`src/clk_sel_pkg.sv`:
```
// Constants, field layouts and state types for the clock select block
package clk_sel_pkg;
  // Register indices; byte address is four times the index
  localparam logic [7:0] IDX_OSC_CONFIG = 8'h1A;
  localparam logic [7:0] IDX_CLOCK_SELECT = 8'h09;
  localparam logic [7:0] IDX_OSC_CONTROL = 8'h1B;
  localparam logic [7:0] IDX_STATUS = 8'h1C;
  localparam logic [11:0] ADDR_OSC_CONFIG = {2'h0, IDX_OSC_CONFIG, 2'h0};
  localparam logic [11:0] ADDR_CLOCK_SELECT = {2'h0, IDX_CLOCK_SELECT, 2'h0};
  localparam logic [11:0] ADDR_OSC_CONTROL = {2'h0, IDX_OSC_CONTROL, 2'h0};
  localparam logic [11:0] ADDR_STATUS = {2'h0, IDX_STATUS, 2'h0};
  // Field positions of clock_select
  localparam int CS_PLL_SEL = 7;
  localparam int CS_PSEUDO = 6;
  localparam int CS_ACLK_DIS = 5;
  localparam int CS_WD_HI = 4;
  localparam int CS_RTI_PSTOP = 3;
  localparam int CS_WD_PSTOP = 2;
  localparam int CS_RTI_OSC = 1;
  localparam int CS_WD_LO = 0;
  // Field positions of osc_config and osc_control
  localparam int OC_EXT_OSC_EN = 7;
  localparam int CT_PROTECT = 4;
  localparam int CT_MON_RESET = 5;
  // Reset values
  localparam logic [7:0] CLOCK_SELECT_RESET = 8'h80;
  localparam logic [7:0] OSC_CONFIG_RESET = 8'h00;
  localparam logic [5:0] OSC_CONTROL_RESET = 6'h00;
  // Autonomous clock edges needed to enter stop with the watchdog on it and the autonomous clock disabled
  localparam logic [1:0] ACLK_STOP_LATENCY = 2'h2;
  // Bus clock is the selected source divided by this
  localparam logic [1:0] BUS_CLOCK_DIVIDE = 2'h2;
  localparam logic [1:0] RESP_OKAY = 2'h0;
  localparam logic [1:0] RESP_SLVERR = 2'h2;

  typedef enum logic [1:0] {
    RUN,
    ENTERING,
    STOPPED
  } stop_state_t;

  typedef struct packed {
    logic awready;
    logic bvalid;
    logic [1:0] bresp;
    logic arready;
    logic rvalid;
    logic [1:0] rresp;
    logic [31:0] rdata;
    logic [7:0] clock_select;
    logic ext_osc_enable;
    logic [5:0] osc_control;
    logic osc_up_flag;
    logic pll_lock_flag;
    logic [2:0] stable_sync;
    logic [2:0] lock_sync;
    logic [2:0] loss_sync;
    logic [2:0] aclk_sync;
    stop_state_t stop_state;
    logic [1:0] aclk_count;
    logic pins_dedicated;
    logic mon_reset;
    logic wdog_restart;
    logic wdog_run;
    logic rti_run;
    logic osc_run;
    logic [1:0] wdog_src;
  } state_t;
endpackage

```
`src/clk_sel.sv`:
```
// Clock source selection, oscillator control and watchdog/timer stop gating
//
// Decided for this implementation: the AXI4-Lite interface to the registers.
`timescale 1ns/100ps
module clk_sel (
  input wire logic CLOCK_I,
  input wire logic RST_I,
  input wire logic AWVALID_I,
  input wire logic [31:0] AWADDR_I,
  input wire logic [2:0] AWPROT_I,
  output logic AWREADY_O,
  input wire logic WVALID_I,
  input wire logic [31:0] WDATA_I,
  input wire logic [3:0] WSTRB_I,
  output logic WREADY_O,
  output logic BVALID_O,
  output logic [1:0] BRESP_O,
  input wire logic BREADY_I,
  input wire logic ARVALID_I,
  input wire logic [31:0] ARADDR_I,
  input wire logic [2:0] ARPROT_I,
  output logic ARREADY_O,
  output logic RVALID_O,
  output logic [31:0] RDATA_O,
  output logic [1:0] RRESP_O,
  input wire logic RREADY_I,
  input wire logic OSC_STABLE_I,
  input wire logic PLL_LOCKED_I,
  input wire logic OSC_LOSS_I,
  input wire logic ACLK_I,
  input wire logic STOP_REQ_I,
  input wire logic WAKE_I,
  output logic SYS_CLK_PLL_O,
  output logic OSC_ENABLE_O,
  output logic OSC_MONITOR_EN_O,
  output logic REF_FROM_OSC_O,
  output logic [3:0] REF_DIVIDER_O,
  output logic [1:0] WDOG_CLK_SRC_O,
  output logic WDOG_RUN_O,
  output logic WDOG_RESTART_O,
  output logic RTI_RUN_O,
  output logic IN_STOP_O,
  output logic OSC_MON_RESET_O,
  output logic CRYSTAL_PINS_DEDICATED_O
);

  clk_sel_pkg::state_t s;
  clk_sel_pkg::state_t next_s;

  logic [11:0] waddr;
  logic [11:0] raddr;
  logic wr_go;
  logic rd_go;
  logic osc_cfg_ok;
  logic stable_rise;
  logic lock_rise;
  logic loss_rise;
  logic aclk_tick;
  logic in_stop;
  logic pseudo;
  logic wd_lo_eff;
  logic rti_osc_eff;
  logic [7:0] cs_wr;
  logic [7:0] cs_new;
  logic [7:0] status;
  logic stop_entry;

  assign waddr = AWADDR_I[11:0];
  assign raddr = ARADDR_I[11:0];
  assign wr_go = s.awready & AWVALID_I & WVALID_I;
  assign rd_go = s.arready & ARVALID_I;
  assign stable_rise = s.stable_sync[1] & ~s.stable_sync[2];
  assign lock_rise = s.lock_sync[1] & ~s.lock_sync[2];
  assign loss_rise = s.loss_sync[1] & ~s.loss_sync[2];
  assign aclk_tick = s.aclk_sync[1] & ~s.aclk_sync[2];
  assign in_stop = (s.stop_state == clk_sel_pkg::STOPPED);
  assign pseudo = s.clock_select[clk_sel_pkg::CS_PSEUDO];
  // Oscillator sources count only once oscillation is stable
  assign wd_lo_eff = s.clock_select[clk_sel_pkg::CS_WD_LO] & s.osc_up_flag;
  assign rti_osc_eff = s.clock_select[clk_sel_pkg::CS_RTI_OSC] & s.osc_up_flag;
  // Oscillator config writes pass only when unprotected with PLL selected
  assign osc_cfg_ok = ~s.osc_control[clk_sel_pkg::CT_PROTECT]
                      & s.clock_select[clk_sel_pkg::CS_PLL_SEL];
  assign status = {4'h0, s.pins_dedicated, in_stop, s.pll_lock_flag, s.osc_up_flag};

  ////////////////////////////////////////////////////////////////////////////
  // Next-state logic
  always_comb begin
    next_s = s;
    cs_wr = WDATA_I[7:0];
    cs_new = s.clock_select;
    // Synchronisers for pins and the autonomous clock
    next_s.stable_sync = {s.stable_sync[1:0], OSC_STABLE_I};
    next_s.lock_sync = {s.lock_sync[1:0], PLL_LOCKED_I};
    next_s.loss_sync = {s.loss_sync[1:0], OSC_LOSS_I};
    next_s.aclk_sync = {s.aclk_sync[1:0], ACLK_I};

    // Write channel: address and data taken together, one write at a time
    next_s.awready = AWVALID_I & WVALID_I & ~s.awready & ~s.bvalid;
    if (s.bvalid && BREADY_I) begin
      next_s.bvalid = 1'b0;
    end
    if (wr_go) begin
      next_s.bvalid = 1'b1;
      next_s.bresp = clk_sel_pkg::RESP_OKAY;
      if (waddr == clk_sel_pkg::ADDR_OSC_CONFIG) begin
        if (WSTRB_I[0] && osc_cfg_ok) begin
          next_s.ext_osc_enable = WDATA_I[clk_sel_pkg::OC_EXT_OSC_EN];
          next_s.osc_up_flag = 1'b0;
          next_s.pll_lock_flag = 1'b0;
        end
      end else if (waddr == clk_sel_pkg::ADDR_CLOCK_SELECT) begin
        if (WSTRB_I[0]) begin
          cs_new = cs_wr;
          // Clearing the PLL select needs a running oscillator
          if (!s.osc_up_flag) begin
            cs_new[clk_sel_pkg::CS_PLL_SEL] = 1'b1;
          end
        end
      end else if (waddr == clk_sel_pkg::ADDR_OSC_CONTROL) begin
        if (WSTRB_I[0]) begin
          next_s.osc_control = WDATA_I[5:0];
        end
      end else if (waddr == clk_sel_pkg::ADDR_STATUS) begin
        next_s.bresp = clk_sel_pkg::RESP_OKAY;
      end else begin
        next_s.bresp = clk_sel_pkg::RESP_SLVERR;
      end
    end

    // Read channel: answer one cycle after the address is taken
    next_s.arready = ARVALID_I & ~s.arready & ~s.rvalid;
    if (s.rvalid && RREADY_I) begin
      next_s.rvalid = 1'b0;
    end
    if (rd_go) begin
      next_s.rvalid = 1'b1;
      next_s.rresp = clk_sel_pkg::RESP_OKAY;
      next_s.rdata = 32'h0000_0000;
      if (raddr == clk_sel_pkg::ADDR_OSC_CONFIG) begin
        next_s.rdata[clk_sel_pkg::OC_EXT_OSC_EN] = s.ext_osc_enable;
      end else if (raddr == clk_sel_pkg::ADDR_CLOCK_SELECT) begin
        next_s.rdata[7:0] = s.clock_select;
      end else if (raddr == clk_sel_pkg::ADDR_OSC_CONTROL) begin
        next_s.rdata[5:0] = s.osc_control;
      end else if (raddr == clk_sel_pkg::ADDR_STATUS) begin
        next_s.rdata[7:0] = status;
      end else begin
        next_s.rresp = clk_sel_pkg::RESP_SLVERR;
      end
    end

    // Status flags: a new stable or lock event wins over a clearing write
    if (stable_rise && s.ext_osc_enable) begin
      next_s.osc_up_flag = 1'b1;
    end
    if (!s.stable_sync[1] || !s.ext_osc_enable) begin
      next_s.osc_up_flag = 1'b0;
    end
    if (lock_rise) begin
      next_s.pll_lock_flag = 1'b1;
    end
    if (!s.lock_sync[1]) begin
      next_s.pll_lock_flag = 1'b0;
    end

    // Crystal pins belong to the oscillator until reset once enabled
    if (next_s.ext_osc_enable) begin
      next_s.pins_dedicated = 1'b1;
    end

    // Stop sequencing
    case (s.stop_state)
      clk_sel_pkg::RUN: begin
        next_s.aclk_count = 2'h0;
        if (STOP_REQ_I) begin
          if (s.clock_select[clk_sel_pkg::CS_ACLK_DIS]
              && s.clock_select[clk_sel_pkg::CS_WD_HI]) begin
            next_s.stop_state = clk_sel_pkg::ENTERING;
          end else begin
            next_s.stop_state = clk_sel_pkg::STOPPED;
          end
        end
      end
      clk_sel_pkg::ENTERING: begin
        // Wait for the autonomous clock to see the request
        if (aclk_tick) begin
          next_s.aclk_count = s.aclk_count + 2'h1;
          if (s.aclk_count + 2'h1 == clk_sel_pkg::ACLK_STOP_LATENCY) begin
            next_s.stop_state = clk_sel_pkg::STOPPED;
          end
        end
      end
      clk_sel_pkg::STOPPED: begin
        if (WAKE_I) begin
          next_s.stop_state = clk_sel_pkg::RUN;
        end
      end
      default: begin
        next_s.stop_state = clk_sel_pkg::RUN;
      end
    endcase
    // Entry into the stopped state, known here so no loop runs through the struct
    stop_entry = (next_s.stop_state == clk_sel_pkg::STOPPED) && !in_stop;

    // Full stop or a lost oscillator puts the system back on the PLL
    if ((stop_entry && !cs_new[clk_sel_pkg::CS_PSEUDO]) || !next_s.osc_up_flag) begin
      cs_new[clk_sel_pkg::CS_PLL_SEL] = 1'b1;
    end
    next_s.clock_select = cs_new;

    // Watchdog restart on source change; low select ignored behind high
    next_s.wdog_restart = (cs_new[clk_sel_pkg::CS_WD_HI]
                           != s.clock_select[clk_sel_pkg::CS_WD_HI])
                          | (~cs_new[clk_sel_pkg::CS_WD_HI]
                             & ~s.clock_select[clk_sel_pkg::CS_WD_HI]
                             & (cs_new[clk_sel_pkg::CS_WD_LO]
                                != s.clock_select[clk_sel_pkg::CS_WD_LO]));
    // Watchdog source: 2 autonomous, 1 oscillator, 0 internal RC
    if (cs_new[clk_sel_pkg::CS_WD_HI]) begin
      next_s.wdog_src = 2'h2;
    end else begin
      next_s.wdog_src = {1'b0, cs_new[clk_sel_pkg::CS_WD_LO] & next_s.osc_up_flag};
    end

    // Run enables while stopped; halted counters keep their value
    if (next_s.stop_state == clk_sel_pkg::STOPPED) begin
      if (cs_new[clk_sel_pkg::CS_WD_HI]) begin
        next_s.wdog_run = ~cs_new[clk_sel_pkg::CS_ACLK_DIS];
      end else begin
        next_s.wdog_run = cs_new[clk_sel_pkg::CS_PSEUDO] & cs_new[clk_sel_pkg::CS_WD_PSTOP]
                          & wd_lo_eff;
      end
      next_s.rti_run = cs_new[clk_sel_pkg::CS_PSEUDO] & cs_new[clk_sel_pkg::CS_RTI_PSTOP]
                       & rti_osc_eff;
      next_s.osc_run = next_s.ext_osc_enable & cs_new[clk_sel_pkg::CS_PSEUDO];
    end else begin
      next_s.wdog_run = 1'b1;
      next_s.rti_run = 1'b1;
      next_s.osc_run = next_s.ext_osc_enable;
    end

    // Loss of oscillation raises a monitor reset when armed
    next_s.mon_reset = loss_rise & s.ext_osc_enable
                       & s.osc_control[clk_sel_pkg::CT_MON_RESET];
  end

  ////////////////////////////////////////////////////////////////////////////
  // State register
  always_ff @(posedge CLOCK_I or posedge RST_I) begin
    if (RST_I) begin
      s <= '0;
      s.clock_select <= clk_sel_pkg::CLOCK_SELECT_RESET;
      s.ext_osc_enable <= clk_sel_pkg::OSC_CONFIG_RESET[clk_sel_pkg::OC_EXT_OSC_EN];
      s.osc_control <= clk_sel_pkg::OSC_CONTROL_RESET;
      s.stop_state <= clk_sel_pkg::RUN;
      s.wdog_run <= 1'b1;
      s.rti_run <= 1'b1;
    end else begin
      s <= next_s;
    end
  end

  ////////////////////////////////////////////////////////////////////////////
  // Outputs, all from the state register
  assign AWREADY_O = s.awready;
  assign WREADY_O = s.awready;
  assign BVALID_O = s.bvalid;
  assign BRESP_O = s.bresp;
  assign ARREADY_O = s.arready;
  assign RVALID_O = s.rvalid;
  assign RDATA_O = s.rdata;
  assign RRESP_O = s.rresp;
  // Clock mux select; bus clock divider is fixed at two
  assign SYS_CLK_PLL_O = s.clock_select[clk_sel_pkg::CS_PLL_SEL];
  assign OSC_ENABLE_O = s.osc_run;
  assign OSC_MONITOR_EN_O = s.ext_osc_enable;
  assign REF_FROM_OSC_O = s.ext_osc_enable;
  assign REF_DIVIDER_O = s.osc_control[3:0];
  assign WDOG_CLK_SRC_O = s.wdog_src;
  assign WDOG_RUN_O = s.wdog_run;
  assign WDOG_RESTART_O = s.wdog_restart;
  assign RTI_RUN_O = s.rti_run;
  assign IN_STOP_O = in_stop;
  assign OSC_MON_RESET_O = s.mon_reset;
  assign CRYSTAL_PINS_DEDICATED_O = s.pins_dedicated;
endmodule

```
`config.mk`:
```
export PLATFORM = sky130hd
export DESIGN_NAME = clk_sel
export DESIGN_NICKNAME = d
export VERILOG_FILES = /design/src/clk_sel_pkg.sv /design/src/clk_sel.sv
export SDC_FILE = /design/constraint.sdc
export NUM_CORES = 1
export LEC_CHECK = 0
export ABC_CLOCK_PERIOD_IN_PS = 2700
export BUFFER_PORTS_ARGS = -buffer_cell sky130_fd_sc_hd__buf_2
export CAP_MARGIN = 20
export CORE_UTILIZATION = 30
export DETAILED_ROUTE_END_ITERATION = 8
export PLACE_DENSITY = 0.68
export RECOVER_POWER = 50
export SETUP_SLACK_MARGIN = 0.2
export SYNTH_ARGS = -nofsm -noshare
export SYNTH_HDL_FRONTEND = slang
export SYNTH_SLANG_ARGS = --single-unit
```
`constraint.sdc`:
```
create_clock -name CLOCK_I -period 2.7 [get_ports CLOCK_I]
set_clock_uncertainty 0.1 [all_clocks]
set_input_delay 0.81 -clock CLOCK_I [delete_from_list [all_inputs] [get_ports CLOCK_I]]
set_output_delay 0.81 -clock CLOCK_I [all_outputs]
set_load 0.05 [all_outputs]
```
==> results of run 1 <==
-- routing by layer --
layer,global-route usage [%],up-vias,part of all wire (%)
li1,-,971,-
met1,18.30,959,47
met2,20.13,84,46
met3,2.863,4,6.1
met4,3.846,0,0.88
met5,0,-,0
-- area by class of cell --
| type | instances | area (sq um) | share of cell area (%) |
|---|---|---|---|
| clock buffer | 7 | 86.33 | 2.582 |
| clock inverter | 1 | 30.03 | 0.8982 |
| inverter | 11 | 41.29 | 1.235 |
| multi-input combinational | 161 | 1164 | 34.81 |
| sequential | 54 | 1355 | 40.53 |
| tap | 108 | 135.1 | 4.042 |
| timing repair buffer | 92 | 531.8 | 15.91 |
-- worst paths after layout --
kind / endpoint / slack [ns] / cells after the start
setup / recovery: WDOG_RESTART_O / 0.17 / 7
hold / removal: next_s[20] / 0.26 / 0
setup reg to reg: WDOG_RESTART_O / 0.76 / 6
hold reg to reg: next_s[20] / 0.26 / 0
max in group asynchronous: REF_DIVIDER_O[3] / 0.65 / 3
min in group asynchronous: next_s[13] / 0.59 / 2
-- synth_stat cells (2+ instances only) --
master / instances / share of area, %
inv_1: 11 / 1.5
o211ai_1: 2 / 0.55
nor2_1: 7 / 0.96
or4b_2: 2 / 0.73
dfstp_2: 3 / 2.9
and3_1: 2 / 0.45
or4_4: 2 / 0.82
a22oi_1: 6 / 1.6
dfrtp_1: 51 / 46
nand2b_1: 5 / 1.1
nand3b_1: 2 / 0.55
a32oi_1: 4 / 1.3
nor3b_1: 3 / 0.82
nand4_1: 2 / 0.45
mux2i_1: 3 / 1.1
nand2_1: 18 / 2.5
ha_1: 2 / 0.91
a21oi_1: 4 / 0.73
and2_1: 2 / 0.45
buf_4: 45 / 12
nor3_1: 3 / 0.55
clkbuf_1: 4 / 0.55
o21ai_0: 9 / 1.6
mux2_2: 13 / 5.3
a22o_1: 3 / 0.96
a221o_1: 2 / 0.73
o22ai_1: 3 / 0.68
nor2b_1: 3 / 0.68
o31ai_1: 3 / 0.82
or4_1: 2 / 0.55
nand3_1: 3 / 0.55
a21o_1: 5 / 1.4
-- state kept, by name, summed over array words and instances, names as in the netlist --
| name | flops |
|---|---|
| BRESP_O | 1 |
| RDATA_O | 8 |
| BVALID_O | 1 |
| ARREADY_O | 1 |
| RRESP_O | 1 |
| pseudo | 1 |
| RTI_RUN_O | 1 |
| WDOG_CLK_SRC_O | 1 |
| s | 18 |
| CRYSTAL_PINS_DEDICATED_O | 1 |
| OSC_MON_RESET_O | 1 |
| OSC_ENABLE_O | 1 |
| WDOG_RESTART_O | 1 |
| SYS_CLK_PLL_O | 1 |
| AWREADY_O | 1 |
| REF_DIVIDER_O | 4 |
| WDOG_RUN_O | 1 |
| OSC_MONITOR_EN_O | 1 |
| next_s | 8 |
| RVALID_O | 1 |
-- timing repair --
item,in CTS,in global routing
endpoints found under the setup margin,9,11
cloned,0,0
gates resized for setup,3,5
setup buffers,3,0
pin swaps,1,3
-- worst max-delay path: stages --
cell and delay (ns):
buf_6 0.09, or4_4 0.56, nor4_4 0.38, mux2_4 0.35, inv_2 0.07, ha_4 0.19
a31o_4 0.19
-- layout by cell type (no fill, tap or decap), types with 3 or more instances in the layout --
cell,n
buf_6,4
buf_2,72
nand2b_1,5
dfstp_2,3
dfrtp_1,51
a21oi_1,4
nand2_1,18
clkbuf_8,6
nor2b_1,3
a22oi_1,6
mux2_4,8
mux2_2,5
nor2_1,7
nor3_1,3
conb_1,26
o22ai_1,3
a22o_1,3
inv_1,10
buf_4,13
nand3_1,3
o21ai_0,8
o31ai_1,3
nor3b_1,3
a32oi_1,4
a21o_1,5
-- metrics by stage --
step / util (%) / setup slack, ns
5_1_grt: 37.97 / 0.1090
4_1_cts: 37.89 / 0.1500
3_5_place_dp: 36.13 / -0.2120
2_1_floorplan: - / -0.008888
6_report: 37.97 / 0.1666
3_3_place_gp: 36.13 / -0.1906
-- logic make-up after synthesis --
family                   share of synthesized area (%)
multiplexers                                     6.412
flip-flops                                       49.25
adder cells (fa/ha/maj)                         0.9094
buffers and inverters                            14.32
AND/OR/NAND/NOR                                  15.92
XOR/XNOR                                        0.3184
other                                           0.1363
AO/OA/AOI/OAI                                    12.73
-- power groups by stage --
stage	sequential [mW]	clock [mW]	combinational, mW
floorplan	0.921	0	0.299
global placement	0.890	0	0.371
detailed placement	0.892	0	0.375
CTS	0.876	0.579	0.377
global route	0.884	0.615	0.398
finish	0.875	0.560	0.374
==> results.yml, run 1 <==
routing:
  drtAntennaViolNets: 0
  wl_per_cell_um: 13.89
  route.detailed.drc: 18
  routed_wl_um: 6027
  vias_per_cell: 4.650
  vias: 2018
  drtIter0Drc: 83
  firstDrtPassIters: 6
sta:
  timing.final.crit_share_pct: 93.83
  final_hold_viol_count: 0
  fin_setup_tns_ns: 0
  report.final.slew_viol_count: 0
  setup_viol: 0
  relSlewSlack_pct: 39.16
  period_minus_slack_ns: 2.533
  rsz0062_at_grt: "yes"
  holdWs_ns: 0.2552
  max_freq_ghz: 0.3947
  tightest_slew_ns: 0.9116
final_layout:
  final_layout_size_suffix_gt1_share_pct: 39.88
  final_nets: 446
  finalInstanceArea_sq_mm: 0.003343
  syn_to_final_growth_pct: 21.51
  layoutNonFillerInstCount: 434
  fillers: 867
  diodes: 0
logic_synthesis:
  synthArstFlopShare_pct: 100.0
  yosysUniqueCellTypes: 53
  synth_warnings: 0
  syn-cell-area_sq_mm: 0.002751
  syn_area_per_cell_sq_um: 11.01
  seq_area_frac_synth_pct: 49.25
  ys.flop_type: "dfrtp_1"
  synthCells: 250
  synth_edf_count: 0
  ys_ff_latch: 54
critical_path:
  critPathMaxFanout: 4
  crit_arrival_ns: 2.64
  cp.required_ns: 2.80
  startpoint_type: "input pin"
  worstSetupPathType: "in -> reg"
  critPathLaunch: "AWADDR_I[10]"
  reg2reg_from: "AWREADY_O"
  crit_path_end_kind: "register"
clock_network:
  clock_path_buffers: 2
  clock-sinks: 54
  insertion_delay_ns: 0.30
  cts-root-buf: "clkbuf_8"
  cts_buffers: 5
  clk_pin_slew_ns: 0.10
  h-tree-depth: 2
  cts_tree: "done"
  cts_hold_buf: 0
power:
  pwr-share-comb_pct: 20.6
  swShare_pct: 31.23
  seq_power_share_pct: 48.4
  power.internal_mw: 1.244
  clkPwrFrac_pct: 31.0
  fin_total_pwr_mw: 1.809
  ir_worst_vdd_mv: 0.2224
  p_leak_nw: 1.676
  p_sw_uw: 565.1
  power_density_mw_per_mm2: 541.2
global_routing:
  antenna_found_initial: 0
  grt_first_pass_wirelength_um: 9715
  grt_pass1_vias: 1932
  grt_overflow_total: 0
  grt_use_total_pct: 13.01
  grt_start_max_net_pins: 32
run:
  maxCapViolations: 0
floorplanning:
  die_h_um: 97.77
  die-area_sq_mm: 0.009558
  core-area_sq_mm: 0.008806
  design.portCount: 176
  fp.dieW_um: 97.77
  rows: 34
  start_util_pct: 31.24
placed_design:
  portBuffers: 76
  dp_hpwl_um: 4617
  finalWeightedCongestion: 0.7954
  dp.cells: 423
  dpl-instance-area_sq_mm: 0.003182
hold_path:
  min_path_type: "reg -> reg"
  hp-start: "next_s[19]"
outcome:
  run_status: "finished with violations"
  violations: "DRC"
(Power assumes the default switching activity.)
==> inputs of run 2 (changes only) <==
==> constraint.sdc (replaced) <==
create_clock -name CLOCK_I -period 2.7 [get_ports CLOCK_I]
set_clock_uncertainty 0.1 [all_clocks]
set_input_delay 0.405 -clock CLOCK_I [delete_from_list [all_inputs] [get_ports CLOCK_I]]
set_output_delay 0.405 -clock CLOCK_I [all_outputs]
set_load 0.05 [all_outputs]
==> results.yml, run 2 (same netlist as run 1, synthesis figures left out) <==
critical_path:
  reg2reg_depth: 6
  critPathMaxFanout: 4
  r2r_slack_ns: 0.59
  reg2reg_from: "AWREADY_O"
  r2r_end: "WDOG_RESTART_O"
  crit_path_end_kind: "register"
  path_buf_inv: 2
  cp.required_ns: 2.81
  crit_chain: "buf_2 -> or4b_4 -> nor4_4 -> mux2_2 -> inv_1 -> ha_1 -> a31o_2"
  cpPeakStageDelay_ns: 0.56
  worstSetupPathType: "in -> reg"
  crit_arrival_ns: 2.33
  path_delay_family: "simple AND/OR/NAND/NOR gates"
  cpMaxStageDelayCell: "or4b_4"
  startpoint_type: "input pin"
clock_network:
  clk_pin_slew_ns: 0.09
  insertion_delay_ns: 0.31
  cts_hold_buf: 0
  ctsResizeCount: 0
  cts-root-buf: "clkbuf_8"
  clock_path_buffers: 2
  h-tree-depth: 2
  clock-sinks: 54
  post_cts.repair.setup_buffers: 0
  cts_tree: "done"
  cts_buffers: 5
placed_design:
  finalWeightedCongestion: 0.7827
  portBuffers: 76
  dp_hpwl_um: 4569
  dpl-instance-area_sq_mm: 0.003050
sta:
  report.final.slew_viol_count: 0
  period_minus_slack_ns: 2.219
  final_hold_viol_count: 0
  relSlewSlack_pct: 31.47
  holdWs_ns: 0.09841
  timing.final.crit_share_pct: 82.19
  max_freq_ghz: 0.4506
  fin_setup_tns_ns: 0
  setup_viol: 0
  rsz0062_at_grt: "no"
  tightest_slew_ns: 1.027
routing:
  vias: 1945
  firstDrtPassIters: 6
  drtIter0Drc: 83
  drtAntennaViolNets: 0
  route.detailed.drc: 18
  routed_wl_um: 5902
  wl_per_cell_um: 13.99
  vias_per_cell: 4.609
final_layout:
  syn_to_final_growth_pct: 14.87
  final_nets: 434
  final_cell_mix: "buf_2 (76), dfrtp_1 (51), conb_1 (26)"
  final_util_pct: 35.89
  diodes: 0
  final_common_cell: "buf_2"
  final_layout_size_suffix_gt1_share_pct: 36.62
  largest_reg_flops: 18
  regMostFlops: "s"
  finalInstanceArea_sq_mm: 0.003161
run:
  maxCapViolations: 0
global_routing:
  grt_start_max_net_pins: 31
  grt_overflow_total: 0
  grt_first_pass_wirelength_um: 9473
  antenna_found_initial: 0
  grt_pass1_vias: 1867
  grt_use_total_pct: 12.77
outcome:
  violations: "DRC"
  run_status: "finished with violations"
hold_path:
  min_path_type: "in -> reg"
  hp-start: "OSC_LOSS_I"
  holdPathStages: 1
  hold_end: "next_s[16]"
power:
  ir_worst_vdd_mv: 0.1990
  p_leak_nw: 1.591
  power_density_mw_per_mm2: 566.1
floorplanning:
  fp.dieW_um: 97.77
  start_util_pct: 31.24
  rows: 34
  die_h_um: 97.77
  die-area_sq_mm: 0.009558
  core-area_sq_mm: 0.008806
  design.portCount: 176
-- run 2: changes by cell type in the layout (fill, tap and decap cells not counted), moves of 4 or more --
cell,change
buf_4,-10
buf_2,+4
mux2_2,+8
buf_6,-4
mux2_4,-8
-- run 2: per-stage QoR --
step / power [mW] / instances / setup WS, ns
after floorplan: 1.220 / 275 / 0.3203
after global placement: 1.259 / 414 / 0.1653
after detailed placement: 1.264 / 414 / 0.1490
after CTS: 1.804 / 422 / 0.4858
after global routing: 1.861 / 422 / 0.4299
final: 1.789 / 422 / 0.4808
-- run 2: how the worst max path moves through the flow --
stage                      startpoint        endpoint  slack, ns  cells past startpoint
final                     AWADDR_I[1]  WDOG_RESTART_O       0.48                      7
after global routing      AWADDR_I[1]  WDOG_RESTART_O       0.43                      7
after CTS                 AWADDR_I[1]  WDOG_RESTART_O       0.49                      7
after detailed placement  AWADDR_I[1]  WDOG_RESTART_O       0.15                      7
after global placement    AWADDR_I[1]  WDOG_RESTART_O       0.17                      7
after floorplan           AWADDR_I[1]  WDOG_RESTART_O       0.32                      6
-- run 2: where the power goes --
group,switching [mW],internal [mW]
clock,0.268,0.277
combinational,0.284,0.0855
sequential,0.0235,0.852
-- run 2: area by class of cell --
class | count | area (sq um)
fill | 899 | 5645
clock inverter | 2 | 37.54
clock buffer | 6 | 72.57
sequential | 54 | 1355
timing repair buffer | 80 | 422.9
inverter | 11 | 41.29
multi-input combinational | 161 | 1096
tap | 108 | 135.1
-- run 2: metal layers --
metal	routed length [um]	global-route usage (%)	vias to the layer above
met5	0	0	-
met4	71	4.545	0
met3	295	2.649	7
met2	2807	21.44	74
met1	2727	16.35	915
li1	-	-	949
